===== src/pkg/pcer_pkg.sv =====
/*
  Constants of the receive error report and bypass control block: register
  indices and byte addresses, field positions, reset values, error nibbles,
  interrupt layout and timing counts.
  Assumes a 200 MHz pclk and an APB master with 32-bit data.
*/
// How it works
// - read-only carrier integrity flag, resets to zero
// - indicator select 10 or 01 shows flag
// - code error: RX_ER, nibble 5h or 6h
// - premature end: RX_ER, nibble 4h or 6h
// - two IDLEs before end delimiter: premature end
// - link report bit: 3h with RX_ER, else pass
// - packet timeout report bit: 2h, else pass
// - top loopback bit ignores writes, reads zero
// - stretch bypass drives LEDs straight from status
// - codec bypass loads from strap, then writable
package pcer_pkg;
  // register indices; byte address is four times the index
  localparam logic [7:0] IDX_PCS_CFG = 8'h16;
  localparam logic [7:0] IDX_LOOP_BYP = 8'h17;
  localparam logic [7:0] IDX_PHY_CTL = 8'h19;
  localparam logic [7:0] IDX_IRQ_STAT = 8'h1a;
  localparam logic [7:0] IDX_IRQ_MASK = 8'h1b;
  localparam logic [11:0] ADDR_PCS_CFG = {2'h0, IDX_PCS_CFG, 2'h0};
  localparam logic [11:0] ADDR_LOOP_BYP = {2'h0, IDX_LOOP_BYP, 2'h0};
  localparam logic [11:0] ADDR_PHY_CTL = {2'h0, IDX_PHY_CTL, 2'h0};
  localparam logic [11:0] ADDR_IRQ_STAT = {2'h0, IDX_IRQ_STAT, 2'h0};
  localparam logic [11:0] ADDR_IRQ_MASK = {2'h0, IDX_IRQ_MASK, 2'h0};
  // pcs_config_status fields
  localparam int CIM_BIT = 4;
  localparam int CODE_SEL_BIT = 3;
  localparam int EARLY_SEL_BIT = 2;
  localparam int LINK_REP_BIT = 1;
  localparam int PKT_REP_BIT = 0;
  // loopback_bypass_control fields
  localparam int LBR_RSVD_BIT = 15;
  localparam int STRETCH_BYP_BIT = 14;
  localparam int CODEC_BYP_BIT = 13;
  // phy_control_reg indicator select field
  localparam int SEL_HI = 8;
  localparam int SEL_LO = 7;
  localparam logic [1:0] SEL_CIM_A = 2'h2;
  localparam logic [1:0] SEL_CIM_B = 2'h1;
  localparam logic [1:0] RST_SEL = 2'h0;
  localparam logic RST_CTL_BIT = 1'b0;
  // error nibbles placed on rxd
  localparam logic [3:0] NIB_CODE = 4'h5;
  localparam logic [3:0] NIB_EARLY = 4'h4;
  localparam logic [3:0] NIB_GENERIC = 4'h6;
  localparam logic [3:0] NIB_LINK = 4'h3;
  localparam logic [3:0] NIB_PKT = 4'h2;
  // interrupt status and mask layout
  localparam int IRQ_W = 5;
  localparam int IRQ_CODE = 0;
  localparam int IRQ_EARLY = 1;
  localparam int IRQ_LINK = 2;
  localparam int IRQ_PKT = 3;
  localparam int IRQ_CIM = 4;
  localparam logic [IRQ_W-1:0] RST_IRQ = 5'h00;
  // timing
  localparam int CLK_PERIOD_PS = 5000;
  localparam int LED_STRETCH_NS = 20000;
  localparam int LED_STRETCH_CYC = (LED_STRETCH_NS * 1000 + CLK_PERIOD_PS - 1) / CLK_PERIOD_PS;
  localparam int STRETCH_W = 12;
  localparam int NUM_LEDS = 2;
  // the synchroniser output is trustworthy only after its fourth edge
  localparam logic [2:0] STRAP_SETTLE_CYC = 3'h4;
  // strap capture sequence after reset
  typedef enum logic [1:0] {
    BOOT_WAIT = 2'b01,
    BOOT_RUN = 2'b10
  } pcer_boot_e;
endpackage : pcer_pkg


===== src/rtl/pcer_sync.sv =====
/*
  Three-flop input synchroniser with agreement filter.
  Assumes the input is asynchronous to pclk; the output changes only when
  the second and third flops agree.
*/
`timescale 1ns/1ps
`default_nettype none
module pcer_sync (
  input wire logic pclk,
  input wire logic presetn,
  input wire logic async_in,
  output logic sync_out
);
  logic meta;
  logic stage2;
  logic stage3;

  // first flop feeds only the second
  always_ff @(posedge pclk or negedge presetn) begin
    if (!presetn) begin
      meta <= 1'b0;
      stage2 <= 1'b0;
      stage3 <= 1'b0;
    end else begin
      meta <= async_in;
      stage2 <= meta;
      stage3 <= stage2;
    end
  end

  // accept a new level only once two stages agree
  always_ff @(posedge pclk or negedge presetn) begin
    if (!presetn) begin
      sync_out <= 1'b0;
    end else if (stage2 == stage3) begin
      sync_out <= stage3;
    end
  end
endmodule : pcer_sync
`default_nettype wire


===== src/rtl/pcer_top.sv =====
/*
  Receive error report and bypass control: APB registers, 100 Mb/s receive
  nibble error substitution toward the MAC, carrier integrity flag, LED
  stretching and the strap-loaded codec bypass.
  Assumes the decoder flags (code error, idle, delimiter, link, timeout) come
  from logic on pclk, one nibble per rx_nibble_valid_in strobe.
*/
// The implementer's own choice: the APB interface to the registers.
`timescale 1ns/1ps
`default_nettype none
module pcer_top (
  input wire logic pclk,
  input wire logic presetn,
  input wire logic psel,
  input wire logic penable,
  input wire logic pwrite,
  input wire logic [11:0] paddr,
  input wire logic [31:0] pwdata,
  output logic [31:0] prdata,
  output logic pready,
  output logic pslverr,
  input wire logic speed_100_in,
  input wire logic rx_nibble_valid_in,
  input wire logic [3:0] rxd_in,
  input wire logic in_stream_in,
  input wire logic idle_sym_in,
  input wire logic end_delim_in,
  input wire logic code_err_in,
  input wire logic link_err_in,
  input wire logic pkt_timeout_in,
  input wire logic cim_unstable_in,
  input wire logic [pcer_pkg::NUM_LEDS-1:0] led_status_in,
  input wire logic symbol_strap_pin,
  output logic [3:0] rxd_out,
  output logic rx_er_out,
  output logic rx_valid_out,
  output logic transmit_indicator_pin,
  output logic rx_led_out,
  output logic nibble_codec_bypass,
  output logic irq
);
  import pcer_pkg::*;

  logic carrier_integrity_flag;
  logic code_violation_select;
  logic early_end_select;
  logic link_fault_report;
  logic packet_timeout_report;
  logic led_stretch_bypass;
  logic [1:0] indicator_select_field;
  logic [IRQ_W-1:0] irq_status;
  logic [IRQ_W-1:0] irq_mask;
  logic [IRQ_W-1:0] irq_events;
  logic [31:0] rd_word;
  logic idle_prev;
  logic delim_seen;
  logic early_end_err;
  logic strap_sync;
  logic [2:0] settle_cnt;
  pcer_boot_e boot_state;
  logic [NUM_LEDS-1:0] led_drive;
  logic setup_phase;
  logic wr_acc;

  function automatic logic reg_mapped(input logic [11:0] a);
    return (a == ADDR_PCS_CFG) || (a == ADDR_LOOP_BYP) || (a == ADDR_PHY_CTL) ||
           (a == ADDR_IRQ_STAT) || (a == ADDR_IRQ_MASK);
  endfunction : reg_mapped

  assign setup_phase = psel && !penable;
  assign wr_acc = psel && penable && pready && pwrite && reg_mapped(paddr);

  // strap pin is asynchronous to pclk
  pcer_sync u_strap_sync (
    .pclk(pclk),
    .presetn(presetn),
    .async_in(symbol_strap_pin),
    .sync_out(strap_sync)
  );

  // one wait-free answer: pready rises the cycle after setup
  always_ff @(posedge pclk or negedge presetn) begin
    if (!presetn) begin
      pready <= 1'b0;
      pslverr <= 1'b0;
      prdata <= 32'h0000_0000;
    end else begin
      pready <= setup_phase;
      pslverr <= setup_phase && !reg_mapped(paddr);
      if (setup_phase) begin
        prdata <= rd_word;
      end
    end
  end

  // read mux; unimplemented and reserved bits read as zero
  always_comb begin
    rd_word = 32'h0000_0000;
    unique case (paddr)
      ADDR_PCS_CFG: begin
        rd_word[CIM_BIT] = carrier_integrity_flag;
        rd_word[CODE_SEL_BIT] = code_violation_select;
        rd_word[EARLY_SEL_BIT] = early_end_select;
        rd_word[LINK_REP_BIT] = link_fault_report;
        rd_word[PKT_REP_BIT] = packet_timeout_report;
      end
      ADDR_LOOP_BYP: begin
        rd_word[LBR_RSVD_BIT] = 1'b0;
        rd_word[STRETCH_BYP_BIT] = led_stretch_bypass;
        rd_word[CODEC_BYP_BIT] = nibble_codec_bypass;
      end
      ADDR_PHY_CTL: rd_word[SEL_HI:SEL_LO] = indicator_select_field;
      ADDR_IRQ_STAT: rd_word[IRQ_W-1:0] = irq_status;
      ADDR_IRQ_MASK: rd_word[IRQ_W-1:0] = irq_mask;
      default: rd_word = 32'h0000_0000;
    endcase
  end

  always_ff @(posedge pclk or negedge presetn) begin
    if (!presetn) begin
      code_violation_select <= RST_CTL_BIT;
      early_end_select <= RST_CTL_BIT;
      link_fault_report <= RST_CTL_BIT;
      packet_timeout_report <= RST_CTL_BIT;
      led_stretch_bypass <= RST_CTL_BIT;
      indicator_select_field <= RST_SEL;
      irq_mask <= RST_IRQ;
    end else if (wr_acc) begin
      if (paddr == ADDR_PCS_CFG) begin
        code_violation_select <= pwdata[CODE_SEL_BIT];
        early_end_select <= pwdata[EARLY_SEL_BIT];
        link_fault_report <= pwdata[LINK_REP_BIT];
        packet_timeout_report <= pwdata[PKT_REP_BIT];
      end
      if (paddr == ADDR_LOOP_BYP) begin
        led_stretch_bypass <= pwdata[STRETCH_BYP_BIT];
      end
      if (paddr == ADDR_PHY_CTL) begin
        indicator_select_field <= pwdata[SEL_HI:SEL_LO];
      end
      if (paddr == ADDR_IRQ_MASK) begin
        irq_mask <= pwdata[IRQ_W-1:0];
      end
    end
  end

  always_ff @(posedge pclk or negedge presetn) begin
    if (!presetn) begin
      boot_state <= BOOT_WAIT;
      settle_cnt <= 3'h0;
      nibble_codec_bypass <= RST_CTL_BIT;
    end else begin
      unique case (boot_state)
        BOOT_WAIT: begin
          // wait for the synchroniser to fill before trusting the strap
          settle_cnt <= settle_cnt + 3'h1;
          if (settle_cnt == STRAP_SETTLE_CYC) begin
            nibble_codec_bypass <= strap_sync;
            boot_state <= BOOT_RUN;
          end
        end
        BOOT_RUN: begin
          if (wr_acc && paddr == ADDR_LOOP_BYP) begin
            nibble_codec_bypass <= pwdata[CODEC_BYP_BIT];
          end
        end
      endcase
    end
  end

  always_ff @(posedge pclk or negedge presetn) begin
    if (!presetn) begin
      carrier_integrity_flag <= 1'b0;
    end else begin
      carrier_integrity_flag <= cim_unstable_in;
    end
  end

  assign early_end_err = rx_nibble_valid_in && in_stream_in && idle_sym_in && idle_prev &&
                         !delim_seen && !end_delim_in;

  // stream tracking; cleared between streams
  always_ff @(posedge pclk or negedge presetn) begin
    if (!presetn) begin
      idle_prev <= 1'b0;
      delim_seen <= 1'b0;
    end else if (!in_stream_in) begin
      idle_prev <= 1'b0;
      delim_seen <= 1'b0;
    end else if (rx_nibble_valid_in) begin
      idle_prev <= idle_sym_in;
      delim_seen <= delim_seen || end_delim_in;
    end
  end

  // substitute only on 100 Mb/s error nibbles; code errors win
  always_ff @(posedge pclk or negedge presetn) begin
    if (!presetn) begin
      rxd_out <= 4'h0;
      rx_er_out <= 1'b0;
      rx_valid_out <= 1'b0;
    end else begin
      rx_valid_out <= rx_nibble_valid_in;
      rx_er_out <= 1'b0;
      if (rx_nibble_valid_in) begin
        rx_er_out <= 1'b1;
        if (speed_100_in && code_err_in) begin
          rxd_out <= code_violation_select ? NIB_CODE : NIB_GENERIC;
        end else if (speed_100_in && early_end_err) begin
          rxd_out <= early_end_select ? NIB_EARLY : NIB_GENERIC;
        end else if (speed_100_in && link_err_in && link_fault_report) begin
          rxd_out <= NIB_LINK;
        end else if (speed_100_in && pkt_timeout_in && packet_timeout_report) begin
          rxd_out <= NIB_PKT;
        end else begin
          rxd_out <= rxd_in;
          rx_er_out <= 1'b0;
        end
      end
    end
  end

  // event sources for the interrupt status, one per reported error
  always_comb begin
    irq_events = '0;
    irq_events[IRQ_CODE] = rx_nibble_valid_in && speed_100_in && code_err_in;
    irq_events[IRQ_EARLY] = speed_100_in && early_end_err;
    irq_events[IRQ_LINK] = rx_nibble_valid_in && speed_100_in && link_err_in && link_fault_report;
    irq_events[IRQ_PKT] = rx_nibble_valid_in && speed_100_in && pkt_timeout_in && packet_timeout_report;
    irq_events[IRQ_CIM] = cim_unstable_in && !carrier_integrity_flag;
  end

  // sticky status, write one to clear; a new event beats the clear
  always_ff @(posedge pclk or negedge presetn) begin
    if (!presetn) begin
      irq_status <= RST_IRQ;
      irq <= 1'b0;
    end else begin
      if (wr_acc && paddr == ADDR_IRQ_STAT) begin
        irq_status <= (irq_status & ~pwdata[IRQ_W-1:0]) | irq_events;
      end else begin
        irq_status <= irq_status | irq_events;
      end
      irq <= |(irq_status & irq_mask);
    end
  end

  // per-LED pulse stretcher; short activity blips stay visible to the eye
  genvar gi;
  generate
    for (gi = 0; gi < NUM_LEDS; gi++) begin : g_led
      logic [STRETCH_W-1:0] hold_cnt;
      always_ff @(posedge pclk or negedge presetn) begin
        if (!presetn) begin
          hold_cnt <= '0;
        end else if (led_status_in[gi]) begin
          hold_cnt <= STRETCH_W'(LED_STRETCH_CYC);
        end else if (hold_cnt != '0) begin
          hold_cnt <= hold_cnt - STRETCH_W'(1);
        end
      end
      assign led_drive[gi] = led_stretch_bypass ? led_status_in[gi] : (led_status_in[gi] || hold_cnt != '0);
    end
  endgenerate

  // indicator pins; select routes the flag
  always_ff @(posedge pclk or negedge presetn) begin
    if (!presetn) begin
      transmit_indicator_pin <= 1'b0;
      rx_led_out <= 1'b0;
    end else begin
      if (indicator_select_field == SEL_CIM_A || indicator_select_field == SEL_CIM_B) begin
        transmit_indicator_pin <= carrier_integrity_flag;
      end else begin
        transmit_indicator_pin <= led_drive[0];
      end
      rx_led_out <= led_drive[1];
    end
  end
endmodule : pcer_top
`default_nettype wire


===== config.mk =====
export PLATFORM = sky130hd
export DESIGN_NAME = pcer_top
export DESIGN_NICKNAME = d
export VERILOG_FILES = /design/src/pkg/pcer_pkg.sv /design/src/rtl/pcer_sync.sv /design/src/rtl/pcer_top.sv
export SDC_FILE = /design/constraint.sdc
export NUM_CORES = 1
export LEC_CHECK = 0
export BUFFER_PORTS_ARGS = -buffer_cell sky130_fd_sc_hd__buf_2
export CORE_ASPECT_RATIO = 0.9
export CORE_MARGIN = 8
export CORE_UTILIZATION = 52
export DETAILED_ROUTE_END_ITERATION = 7
export PLACE_DENSITY_LB_ADDON = 0.15
export SYNTH_ARGS = -nofsm -noshare
export SYNTH_HDL_FRONTEND = slang
export SYNTH_SLANG_ARGS = --single-unit

===== constraint.sdc =====
create_clock -name pclk -period 2 [get_ports pclk]
set_input_delay 0.3 -clock pclk [delete_from_list [all_inputs] [get_ports pclk]]
set_output_delay 0.3 -clock pclk [all_outputs]
set_load 0.01 [all_outputs]

==> reports/results.ini <==
[power_and_ir_drop]
irDropWorstVdd_mv=0.367
powerDensity_nw_per_um2=712
finalPower_uw=3120
p_leak_uw=0.00201

[grt]
grt_antenna_before_repair=1
grt_max_degree=52
grtUsageTotal=0.169
grt_pass1_wl_microns=14000
grt_overflow_total=0
grt_pass1_vias=3036

[timing]
slew_violations=0
worst_clock_skew_ns=0.00967
rsz0062_at_grt=false
period_minus_slack_ns=1.82
fin_crit_sh=0.912
relSlewSlack=0.621
max_clock_freq_mhz=548
hold_viol=0
setup_viol=0
tightest_slew_ns=0.554

[floorplan]
die_x_microns=105
io_pins=109
die_h_microns=96.3
core_area_sq_um=7000
rows=29
die_area_sq_um=10100
initial_core_util=0.533

[synth]
synth_top_family_by_area=simple AND/OR/NAND/NOR gates
syn_avg_cell_area_sq_um=10.6
async_flop_share=1.00
yosysUniqueCellTypes=66
synth_area_sq_um=3730
muxShareOfSynthArea=0.0466
synth_simple_gate_area_frac=0.202
synth_xor_area_frac=0.0188
ys.flop_type=dfrtp_1
synth_edf_count=0
synth.yosys.seq_area_share=0.497
synth_compound_area_frac=0.149
yosys_warnings=0
synth-adder-area-share=0.0161
synth_seq_cells=74
synth_cells=352

[critical_path]
worstPathRequired_ns=2.28
critPathLaunchType=register
cp_data_arrival_time_ns=2.11
rr_startpoint=g_led[0].hold_cnt[0]$_DFFE_PN0P_
crit-reg2reg-capture=g_led[0].hold_cnt[9]$_DFFE_PN0P_
reg2regPathDepth=7
cp_max_fo=7
worstSetupPathType=register to register
rrSetupSlack_ns=0.18
cp-end-kind=register

[finish]
mostFrequentLayoutCells=73 x dfrtp_1, 61 x buf_2, 25 x nand2_1
instances_no_fill=531
fin_area_sq_um=4380
drive_gt1_frac=0.259
final_common_cell=dfrtp_1
area.growth.synth_to_final_pct=17.4
fin_nets=501

[detailed_routing]
vias_per_cell=5.34
wl_microns=8010
drc=0
vias=2835
routedWlPerCell_microns=15.1
ant_nets=0
drt_iter0_drc=133
dr.pass1.iters=4

[clock_tree]
htreeDepth=3
cts_buffers=9
ctsRootBufferMaster=clkbuf_8
cts_tree=yes
cts.sinks=74
clock_latency_ns=0.34
clk_pin_slew_ns=0.08
cts_max_path_buffers=2

[placement]
hpwl_microns=6090
finalWeightedCongestion=0.826
dp_cells=513
placed_cell_area_sq_um=4160
io_buffers=62

[worst_hold_path]
hold_end=u_strap_sync.meta$_DFF_PN0_
hold_class=primary input to register
holdCritStartpoint=symbol_strap_pin
worstHoldPathCells=1

[flow_run]
maxCapViolations=0

[status]
outcome=complete, no violations

## metrics by stage
stage               setup slack, ns   util  TNS [ns]  hold WS [ns]
floorplan                     0.171      -         0       0.00441
global placement             0.0333  0.594         0         0.220
detailed placement         -0.00503  0.594  -0.00503         0.220
CTS                           0.110  0.623         0        0.0473
global route                 0.0425  0.625         0        0.0416
finish                        0.175  0.625         0        0.0621
## worst max-delay path, stage by stage, from the launching register on
cell and delay [ns]:
dfrtp_1 0.39, inv_1 0.06, ha_1 0.22, nor4b_2 0.18
buf_4 0.16, and2_1 0.20, or4_1 0.47, nand3_1 0.09
## cell usage after synthesis, types with 8 or more instances
master	count	area (sq um)
mux2_1	11	124
xnor2_1	8	70.1
dfrtp_1	73	1830
nand2_1	25	93.8
nor2b_1	12	75.1
nand3_1	14	70.1
a22o_1	8	70.1
nor2_1	20	75.1
buf_4	23	173
a21oi_1	13	65.1
inv_1	15	56.3
## flip-flops by register name, indices dropped and copies added (netlist names), 2 cells and up
register                cells
g_led.hold_cnt             24
prdata                      9
irq_mask                    5
irq_status                  5
rxd_out                     4
settle_cnt                  3
boot_state                  2
indicator_select_field      2
## kinds of logic after synthesis
family / after synthesis
and+or+nand+nor: 125
buffers and inverters: 46
DFF: 74
AOI/OAI and AO/OA: 77
adders and majority gates: 5
other: 1
muxes: 16
xor gates and xnor gates: 8
## layer usage
| layer | wire length (microns) | GRT usage | vias up |
|---|---|---|---|
| li1 | - | - | 1393 |
| met4 | 131 | 0.0522 | 0 |
| met5 | 0 | 0 | - |
| met1 | 3670 | 0.206 | 1355 |
| met2 | 3800 | 0.282 | 77 |
| met3 | 413 | 0.0542 | 10 |
## report_power, final
part	switching [uW]	internal (uW)	total (uW)	leakage [uW]
combinational	235	177	412	0.00101
sequential	69.8	1570	1640	0.000908
clock	550	520	1070	0.0000880
## area by class of cell
type	count	area, sq um
Timing Repair Buffer	78	448
Fill cell	611	2630
Antenna cell	1	2.50
Multi-Input combinational cell	254	1710
Inverter	15	56.3
Clock inverter	5	36.3
Sequential cell	74	1850
Tap cell	93	116
Clock buffer	11	151
## timing repair
| item | CTS | global route |
|---|---|---|
| setup buffers | 0 | 0 |
| setup endpoints to repair | 0 | 2 |
| hold buffers | 1 | 0 |
| endpoints found under the hold margin | 23 | 0 |
| gates resized for setup | 0 | 2 |
## worst max path at each step
stage / cells after the start / slack, ns / start / end
3_5_place_dp: 5 / -0.005 / paddr[1] / irq_status[0]$_DFF_PN0_
2_1_floorplan: 4 / 0.17 / paddr[7] / code_violation_select$_DFFE_PN0P_
5_1_grt: 7 / 0.04 / g_led[0].hold_cnt[0]$_DFFE_PN0P_ / g_led[0].hold_cnt[11]$_DFFE_PN0P_
6_report: 7 / 0.18 / g_led[0].hold_cnt[0]$_DFFE_PN0P_ / g_led[0].hold_cnt[9]$_DFFE_PN0P_
4_1_cts: 7 / 0.11 / g_led[0].hold_cnt[0]$_DFFE_PN0P_ / g_led[0].hold_cnt[11]$_DFFE_PN0P_
3_3_place_gp: 5 / 0.03 / paddr[7] / early_end_select$_DFFE_PN0P_
No activity file was read; power rests on OpenSTA's default activity.
